<file path="config.mk">
export PLATFORM = sky130hd
export DESIGN_NAME = ext_event_action
export DESIGN_NICKNAME = d
export VERILOG_FILES = /design/src/shared/ext_event_pkg.sv /design/src/shared/ext_event_if.sv /design/src/ext_event_action.sv /design/src/ext_event_detect.sv
export SDC_FILE = /design/constraint.sdc
export NUM_CORES = 1
export LEC_CHECK = 0
export ABC_AREA = 1
export BUFFER_PORTS_ARGS = -buffer_cell sky130_fd_sc_hd__buf_4
export CAP_MARGIN = 0
export CORE_AREA = 2 2 58 100
export DETAILED_ROUTE_END_ITERATION = 7
export DIE_AREA = 0 0 60 102
export PLACE_DENSITY = 0.83
export SLEW_MARGIN = 10
export SYNTH_ARGS = -nofsm -noshare
export SYNTH_HDL_FRONTEND = slang
export SYNTH_SLANG_ARGS = --single-unit
</file>
<file path="constraint.sdc">
create_clock -name clock_i -period 1.6 [get_ports clock_i]
set_input_delay 0 -clock clock_i [delete_from_list [all_inputs] [get_ports clock_i]]
set_output_delay 0 -clock clock_i [all_outputs]
set_load 0.005 [all_outputs]
</file>
<file path="src/shared/ext_event_pkg.sv">
// Purpose: Shared constants and types for the external debug event action block.
// Assumes: APB register bus with 16-bit byte addresses and 32-bit data.
// Notes:   Every offset, field position, reset value and count lives here.
package ext_event_pkg;

  // ****************************************************************
  // Register map
  // ****************************************************************
  localparam int          ADDR_W          = 16;
  localparam logic [15:0] CFG_ADDR        = 16'hfd08;
  localparam logic [15:0] STATUS_ADDR     = 16'hfd40;
  localparam logic [31:0] CFG_RESET       = 32'h0000_0000;
  localparam logic [31:0] CFG_WRITE_MASK  = 32'h0000_00ff;

  // ****************************************************************
  // Configuration register field positions
  // ****************************************************************
  localparam int ACTION_LSB   = 0;
  localparam int ACTION_W     = 3;
  localparam int BBM_BIT      = 3;
  localparam int BOD_BIT      = 4;
  localparam int SUSPEND_OUT_VALUE_BIT     = 5;
  localparam int CNT_LSB      = 6;
  localparam int CNT_W        = 2;

  // ****************************************************************
  // Status register field positions
  // ****************************************************************
  localparam int STAT_RUN_BIT  = 0;
  localparam int STAT_SUSPEND_OUT_VALUE_BIT = 1;
  localparam int STAT_TRIG_BIT = 2;
  localparam int STAT_CNT_LSB  = 8;
  localparam int EVT_CNT_W     = 8;

  // ****************************************************************
  // Encodings
  // ****************************************************************
  localparam int          BKPT_IRQ_N      = 4;
  localparam logic [3:0]  BKPT_IRQ_IMPL_D = 4'h3;
  localparam logic [1:0]  CNT_KEEP        = 2'h0;
  localparam logic [1:0]  CNT_START       = 2'h1;
  localparam logic [1:0]  CNT_STOP        = 2'h2;
  localparam logic [1:0]  CNT_TOGGLE      = 2'h3;
  localparam logic [2:0]  ACT_DISABLED    = 3'h0;
  localparam logic [2:0]  ACT_PULSE_ONLY  = 3'h1;
  localparam logic [2:0]  ACT_HALT        = 3'h2;
  localparam logic [2:0]  ACT_TRAP        = 3'h3;

  // Decoded effects of one event.
  typedef struct packed {
    logic       pulse;
    logic       halt;
    logic       trap;
    logic [3:0] irq;
  } action_type;

endpackage

</file>
<file path="src/shared/ext_event_if.sv">
// Purpose: Carries the recognised external event from the recogniser to the action logic.
// Assumes: Both ends run on the core clock.
// Notes:   The level is the synchronised trigger, offered for status only.
`timescale 1ns/1ns
interface ext_event_if;
  logic event_pulse;
  logic trigger_level;

  modport producer (output event_pulse, output trigger_level);
  modport consumer (input  event_pulse, input  trigger_level);
endinterface

</file>
<file path="src/ext_event_action.sv">
// Purpose: Configuration register and action logic for the external debug event.
// Assumes: APB slave on the core clock; the trigger pin is asynchronous to it.
// Notes:   Action outputs are one-cycle pulses; suspend and counter run are levels.
//
// Operation
// - On an event the counter action field 01 starts and 10 stops the task-mode performance counters, 00 keeps them.
// - On an event the counter action field 11 toggles the performance counter run control.
// - On an event the suspend-out signal takes the value of the suspend-out value bit.
// - With break-out disable at 0 the break-out signal pulses as the action code dictates.
// - With break-out disable at 1 the break-out signal never pulses for this event.
// - The break ordering bit selects break after make at 0 and break before make at 1.
// - With break-out enabled, codes 000 to 011 mean nothing, pulse only, halt plus pulse, trap plus pulse.
// - With break-out enabled, code 100 raises breakpoint interrupt 0 with a break-out pulse.
// - With break-out enabled, codes 101 to 111 raise breakpoint interrupt 1 to 3 with a pulse where provided.
// - A code that selects a breakpoint interrupt not provided gives no break-out pulse, halt, trap or interrupt.
// - With break-out disabled, codes mean disabled, none, halt, trap and interrupts 0 to 3 without pulse.
//
// The implementer's own choice: the APB slave port.
`timescale 1ns/1ns
module ext_event_action
  import ext_event_pkg::*;
#(
  parameter logic [3:0] BKPT_IRQ_IMPL = BKPT_IRQ_IMPL_D
)(
  input  wire logic              clock_i,
  input  wire logic              rst_n_i,
  input  wire logic              psel_i,
  input  wire logic              penable_i,
  input  wire logic              pwrite_i,
  input  wire logic [ADDR_W-1:0] paddr_i,
  input  wire logic [31:0]       pwdata_i,
  output logic      [31:0]       prdata_o,
  output logic                   pready_o,
  output logic                   pslverr_o,
  input  wire logic              ext_trigger_i,
  output logic                   break_out_signal_o,
  output logic                   halt_req_o,
  output logic                   bkpt_trap_o,
  output logic      [3:0]        bkpt_irq_o,
  output logic                   suspend_out_o,
  output logic                   perf_run_o,
  output logic                   break_before_make_o
);

  // Each event spends one cycle in each phase; a new event is only taken in the idle phase.
  typedef enum logic [0:0] {
    ST_IDLE,
    ST_SECOND
  } phase_type;

  // ****************************************************************
  // Decoding helpers
  // ****************************************************************

  // True when the address names a register of this block.
  function automatic logic addr_hit(input logic [ADDR_W-1:0] a, input logic [ADDR_W-1:0] reg_addr);
    addr_hit = (a == reg_addr);
  endfunction

  // Turns a code and the break-out disable bit into the effects of one event.
  function automatic action_type decode_action(input logic [2:0] code,
                                               input logic       breakout_disable,
                                               input logic [3:0] impl);
    action_type a;
    logic [1:0] idx;
    a   = '0;
    idx = code[1:0];
    // Codes with the top bit set select a breakpoint interrupt line by their low bits.
    if (code[2]) begin
      if (impl[idx]) begin
        a.irq[idx] = 1'b1;
        a.pulse    = 1'b1;
      end
    end else begin
      case (code)
        ACT_PULSE_ONLY: a.pulse = 1'b1;
        ACT_HALT: begin
          a.halt  = 1'b1;
          a.pulse = 1'b1;
        end
        ACT_TRAP: begin
          a.trap  = 1'b1;
          a.pulse = 1'b1;
        end
        default: a = '0;
      endcase
    end
    // Break-out disable wins over every code, so it is applied last.
    if (breakout_disable) begin
      a.pulse = 1'b0;
    end
    decode_action = a;
  endfunction

  // ****************************************************************
  // Event recogniser
  // ****************************************************************

  ext_event_if evt_bus ();

  ext_event_detect u_detect (
    .clock_i   (clock_i),
    .rst_n_i   (rst_n_i),
    .trigger_i (ext_trigger_i),
    .evt       (evt_bus.producer)
  );

  // ****************************************************************
  // Register bus
  // ****************************************************************

  logic [31:0]          cfg_q;
  logic [31:0]          cfg_d;
  logic [31:0]          prdata_q;
  logic [31:0]          prdata_d;
  logic                 pready_q;
  logic                 pready_d;
  logic                 pslverr_q;
  logic                 pslverr_d;
  logic                 setup_phase;
  logic                 wr_commit;
  logic                 hit_cfg;
  logic                 hit_stat;
  logic [EVT_CNT_W-1:0] evt_cnt_q;
  logic [EVT_CNT_W-1:0] evt_cnt_d;

  // Zero wait states: ready rises in the access cycle that follows every setup cycle.
  assign setup_phase = psel_i & ~penable_i;
  assign wr_commit   = psel_i & penable_i & pready_q & pwrite_i;
  assign hit_cfg     = addr_hit(paddr_i, CFG_ADDR);
  assign hit_stat    = addr_hit(paddr_i, STATUS_ADDR);

  // Answer is prepared in the setup cycle so ready and data come from flip-flops.
  always_comb begin
    pready_d  = setup_phase;
    pslverr_d = setup_phase & ~hit_cfg & ~hit_stat;
    prdata_d  = 32'h0000_0000;
    if (setup_phase && !pwrite_i) begin
      if (hit_cfg) begin
        prdata_d = cfg_q & CFG_WRITE_MASK;
      end else if (hit_stat) begin
        // Status is read only; the trigger level helps to spot a pin that is stuck high.
        prdata_d[STAT_RUN_BIT]                         = perf_run_o;
        prdata_d[STAT_TRIG_BIT]                        = evt_bus.trigger_level;
        prdata_d[STAT_SUSPEND_OUT_VALUE_BIT]                        = suspend_out_o;
        prdata_d[STAT_CNT_LSB +: EVT_CNT_W]            = evt_cnt_q;
      end
    end
  end

  // Software writes land only at the completing access edge; status is read only.
  always_comb begin
    cfg_d = cfg_q;
    if (wr_commit && hit_cfg) begin
      cfg_d = pwdata_i & CFG_WRITE_MASK;
    end
  end

  // Bus answer and configuration registers.
  // Ready, error and read data are registered so the bus sees them settle from flip-flops.
  always_ff @(posedge clock_i or negedge rst_n_i) begin
    if (!rst_n_i) begin
      cfg_q     <= CFG_RESET;
      prdata_q  <= 32'h0000_0000;
      pready_q  <= 1'b0;
      pslverr_q <= 1'b0;
    end else begin
      cfg_q     <= cfg_d;
      prdata_q  <= prdata_d;
      pready_q  <= pready_d;
      pslverr_q <= pslverr_d;
    end
  end

  // ****************************************************************
  // Event actions
  // ****************************************************************

  logic       run_q;
  logic       run_d;
  logic       suspend_out_value_q;
  logic       suspend_out_value_d;
  logic       brk_q;
  logic       brk_d;
  logic       halt_q;
  logic       halt_d;
  logic       trap_q;
  logic       trap_d;
  logic [3:0] irq_q;
  logic [3:0] irq_d;
  logic       bbm_q;
  logic       bbm_d;
  phase_type  phase_q;
  phase_type  phase_d;
  action_type pend_q;
  action_type pend_d;
  action_type now_act;
  logic       fire;

  // The configuration is sampled at the event, so a later write cannot split one event.
  // A limitation: an event that arrives in the second phase is lost, so triggers need gaps.
  assign now_act = decode_action(cfg_q[ACTION_LSB +: ACTION_W], cfg_q[BOD_BIT], BKPT_IRQ_IMPL);
  assign fire    = evt_bus.event_pulse & (phase_q == ST_IDLE);

  // Counter run control and suspend level follow each event.
  always_comb begin
    run_d     = run_q;
    suspend_out_value_d    = suspend_out_value_q;
    evt_cnt_d = evt_cnt_q;
    bbm_d     = cfg_q[BBM_BIT];
    if (fire) begin
      suspend_out_value_d    = cfg_q[SUSPEND_OUT_VALUE_BIT];
      // The event count wraps; software compares two reads to see how many events passed.
      evt_cnt_d = evt_cnt_q + 8'h01;
      // Toggle reads the current run state, so two toggling events cancel.
      case (cfg_q[CNT_LSB +: CNT_W])
        CNT_START:  run_d = 1'b1;
        CNT_STOP:   run_d = 1'b0;
        CNT_TOGGLE: run_d = ~run_q;
        default:    run_d = run_q;
      endcase
    end
  end

  // Two-phase ordering: one cycle carries the break, the next the make, or the other way round.
  always_comb begin
    brk_d   = 1'b0;
    halt_d  = 1'b0;
    trap_d  = 1'b0;
    irq_d   = 4'h0;
    pend_d  = '0;
    phase_d = ST_IDLE;
    case (phase_q)
      ST_IDLE: begin
        if (fire) begin
          pend_d  = now_act;
          phase_d = ST_SECOND;
          if (cfg_q[BBM_BIT]) begin
            brk_d = now_act.pulse;
          end else begin
            halt_d = now_act.halt;
            trap_d = now_act.trap;
            irq_d  = now_act.irq;
          end
        end
      end
      ST_SECOND: begin
        // The second phase replays whatever the first phase held back.
        if (bbm_q) begin
          halt_d = pend_q.halt;
          trap_d = pend_q.trap;
          irq_d  = pend_q.irq;
        end else begin
          brk_d = pend_q.pulse;
        end
      end
      default: phase_d = ST_IDLE;
    endcase
  end

  // Event action registers.
  always_ff @(posedge clock_i or negedge rst_n_i) begin
    if (!rst_n_i) begin
      run_q     <= 1'b0;
      suspend_out_value_q    <= 1'b0;
      evt_cnt_q <= '0;
      bbm_q     <= 1'b0;
      brk_q     <= 1'b0;
      halt_q    <= 1'b0;
      trap_q    <= 1'b0;
      irq_q     <= 4'h0;
      pend_q    <= '0;
      phase_q   <= ST_IDLE;
    end else begin
      run_q     <= run_d;
      suspend_out_value_q    <= suspend_out_value_d;
      evt_cnt_q <= evt_cnt_d;
      bbm_q     <= bbm_d;
      brk_q     <= brk_d;
      halt_q    <= halt_d;
      trap_q    <= trap_d;
      irq_q     <= irq_d;
      pend_q    <= pend_d;
      phase_q   <= phase_d;
    end
  end

  // ****************************************************************
  // Outputs
  // ****************************************************************

  // Every output comes straight from a register, so downstream logic sees no glitches.
  assign prdata_o            = prdata_q;
  assign pready_o            = pready_q;
  assign pslverr_o           = pslverr_q;
  assign break_out_signal_o  = brk_q;
  assign halt_req_o          = halt_q;
  assign bkpt_trap_o         = trap_q;
  assign bkpt_irq_o          = irq_q;
  assign suspend_out_o       = suspend_out_value_q;
  assign perf_run_o          = run_q;
  assign break_before_make_o = bbm_q;

endmodule

</file>
<file path="src/ext_event_detect.sv">
// Purpose: Synchronises the external trigger pin and turns each assertion into one event pulse.
// Assumes: The trigger is asynchronous to clock_i and stays low at least two cycles between events.
// Notes:   Only the second synchroniser stage and later are read by logic.
`timescale 1ns/1ns
module ext_event_detect
  import ext_event_pkg::*;
(
  input  wire logic     clock_i,
  input  wire logic     rst_n_i,
  input  wire logic     trigger_i,
  ext_event_if.producer evt
);

  logic sync1_q;
  logic sync2_q;
  logic prev_q;
  logic pulse_q;
  logic sync1_d;
  logic sync2_d;
  logic prev_d;
  logic pulse_d;

  // ****************************************************************
  // Synchroniser and rising edge detector
  // ****************************************************************

  // A rising edge of the synchronised level is one event, so a held trigger fires once.
  always_comb begin
    sync1_d = trigger_i;
    sync2_d = sync1_q;
    prev_d  = sync2_q;
    pulse_d = sync2_q & ~prev_q;
  end

  // Registers of the synchroniser and the event pulse.
  always_ff @(posedge clock_i or negedge rst_n_i) begin
    if (!rst_n_i) begin
      sync1_q <= 1'b0;
      sync2_q <= 1'b0;
      prev_q  <= 1'b0;
      pulse_q <= 1'b0;
    end else begin
      sync1_q <= sync1_d;
      sync2_q <= sync2_d;
      prev_q  <= prev_d;
      pulse_q <= pulse_d;
    end
  end

  assign evt.event_pulse   = pulse_q;
  assign evt.trigger_level = prev_q;

endmodule

</file>
==> metrics.yaml <==
cts_tree: "yes"
cts_resized: 0
drv_slew: 0
nFillCells: 448
critPathKind: "register to register"
seqCellArea_um2: 1400
r2r_cells: 5
outcome: "finished, final reports clean"
grt-ovfl-total: 0
drt-initial-drc-count: 38
grt_pass1_wl_mm: 7.53
core_area_um2: 5300
tightest_slew_ns: 0.675
arrival_ns: 1.55
r2r_slack_ns: 0.25
cts_setup_buffers: 0
peakVddDrop_v: 0.000547
cts.clk_slew.worst_paths_ns: 0.09
synth_edf_count: 0
fin_crit_ns: 1.35
firstDrtPassIters: 4
gp_congestion: 0.822
clock-root-buffer: "clkbuf_8"
ys_ff_latch: 56
yosysTopAreaCellShare: 0.568
synthToLayoutAreaGrowth_pct: 27.0
avgSynthCellArea_um2: 9.83
fin_nets: 382
n_antenna_cell: 0
synth_common_cells: "dfrtp_1, nand2_1, inv_1, nor2_1, buf_4"
critPathMaxFanout: 10
hp-class: "input pin to register"
hold_end: "pslverr_o$_DFF_PN0_"
synthesis.area_um2: 2470
grt_setup_unrepaired: "false"
start_kind: "register"
clk_path_buf_depth: 2
cts_buffers: 5
min_period_over_period: 0.843
avgViaCountPerCell: 4.52
chipHeight_um: 102
yosysTopAreaCell: "dfrtp_1"
r2r_start: "phase_q$_DFF_PN0_"
worst-endpoint-required_ns: 1.80
regToRegEndpoint: "evt_cnt_q[6]$_DFFE_PN0P_"
path_cells: "inv_2, nand2_2, nor3_2, nand3_1, xor2_1"
grt_usage: 0.161
final_util: 0.591
wire_per_inst_um: 11.5
synth.lib_cells_used.distinct: 24
max_stage_delay_ns: 0.46
dp.cells: 382
place_hpwl_mm: 3.42
synth.area.top_cells: "dfrtp_1, nand2_1, inv_1"
ant_nets: 0
grt_pass1_vias: 1713
p_per_area_nw_per_um2: 839
power_mw: 2.63
htree_num_levels: 2
yosysWarnings: 0
hold_violations: 0
layout_setup_ws_ns: 0.251
final_cell_area_um2: 3130
grt_start_max_net_pins: 57
cap_violations: 0
synthCells: 251
finalNonFillerCells: 402
route.vias.total: 1816
holdPathStages: 5
synth-main-ff-cell: "dfrtp_1"
dp_slack_ns: 0.250
ys_seq_area_frac: 0.568
die_w_um: 60
drive_gt1_frac: 0.314
io_buffers: 57
multi_input_area_um2: 845
slew_headroom: 0.550
critPathSlowestCell: "dfrtp_1"
clkLatencyLatePin_ns: 0.30
fmax_mhz: 741
tns_ns: 0
routed_wirelength_mm: 4.64
cp_num_buf_inv: 1
end_kind: "register"
p_leak_nw: 1.62
die-area_um2: 6120
cts_num_sinks: 56
hold_ws_ns: 0.0692
num_io_pins: 98
synth.most_common_cell: "dfrtp_1"
place_area_um2: 2920
antenna_found_initial: 0
setup_violations: 0
clock_skew_ns: 0.00423
start_util: 0.466
critical_path.top_delay_family: "simple AND/OR/NAND/NOR gates"
drc: 0
hp-start: "psel_i"
async_flop_share: 1.00
std_cell_rows: 35
area by class of cell:
| class | count | share of cell area |
|---|---|---|
| clock inverter | 2 | 0.00479 |
| timing repair buffer | 70 | 0.177 |
| inverter | 38 | 0.0455 |
| multi-input combinational | 156 | 0.269 |
| sequential | 56 | 0.447 |
| clock buffer | 6 | 0.0263 |
| tap | 74 | 0.0295 |
placed cells by master, fill, tap and decap left out, drive strengths merged:
cell type,n
buf,58
nand4,3
conb,18
dlygate4sd3,12
clkinvlp,2
inv,38
ha,1
clkbuf,6
xor2,7
nand3,14
a32o,2
nor3,10
nor2,32
dfrtp,56
nor4,2
o21ai,11
nand2,54
a21oi,2
worst max path at each step:
stage / from / endpoint / slack [ns] / depth (start not counted)
after CTS: phase_q$_DFF_PN0_ / evt_cnt_q[6]$_DFFE_PN0P_ / 0.22 / 5
after global routing: phase_q$_DFF_PN0_ / evt_cnt_q[6]$_DFFE_PN0P_ / 0.14 / 5
final: phase_q$_DFF_PN0_ / evt_cnt_q[6]$_DFFE_PN0P_ / 0.25 / 5
after detailed placement: phase_q$_DFF_PN0_ / evt_cnt_q[6]$_DFFE_PN0P_ / 0.25 / 5
after global placement: phase_q$_DFF_PN0_ / evt_cnt_q[7]$_DFFE_PN0P_ / 0.31 / 5
after floorplan: phase_q$_DFF_PN0_ / evt_cnt_q[7]$_DFFE_PN0P_ / 0.48 / 5
state kept, by name, indices dropped and copies added (netlist names), 4 cells and up:
signal      flops
bkpt_irq_o      4
cfg_q           8
evt_cnt_q       8
pend_q          7
prdata_o       16
tightest hold or removal path, delay by kind of cell:
kind          cells  cell delay, ns
buf+inv           2            0.17
simple gates      3            0.17
metal layers:
| layer | wire (um) | global-route usage |
|---|---|---|
| met5 | 0 | 0 |
| met4 | 96 | 0.0564 |
| met3 | 218 | 0.0367 |
| met2 | 2610 | 0.298 |
| met1 | 1720 | 0.173 |
logic make-up after synthesis:
family / share of synthesized area
compound gates: 0.0467
buf+inv: 0.116
fa+ha+maj: 0.00507
xor+xnor: 0.0248
other cells: 0.00152
simple gates: 0.238
flops: 0.568
where the power goes:
group	internal, mW	switching [mW]	total, mW
Clock	0.351	0.440	0.791
Combinational	0.129	0.165	0.294
Sequential	1.48	0.0641	1.55
Total	1.96	0.669	2.63
timing repair:
action                                  CTS  global route
endpoints found under the setup margin    0             0
hold endpoints to repair                 67             0
hold buffers                             12             0
No activity file was read; power rests on OpenSTA's default activity.
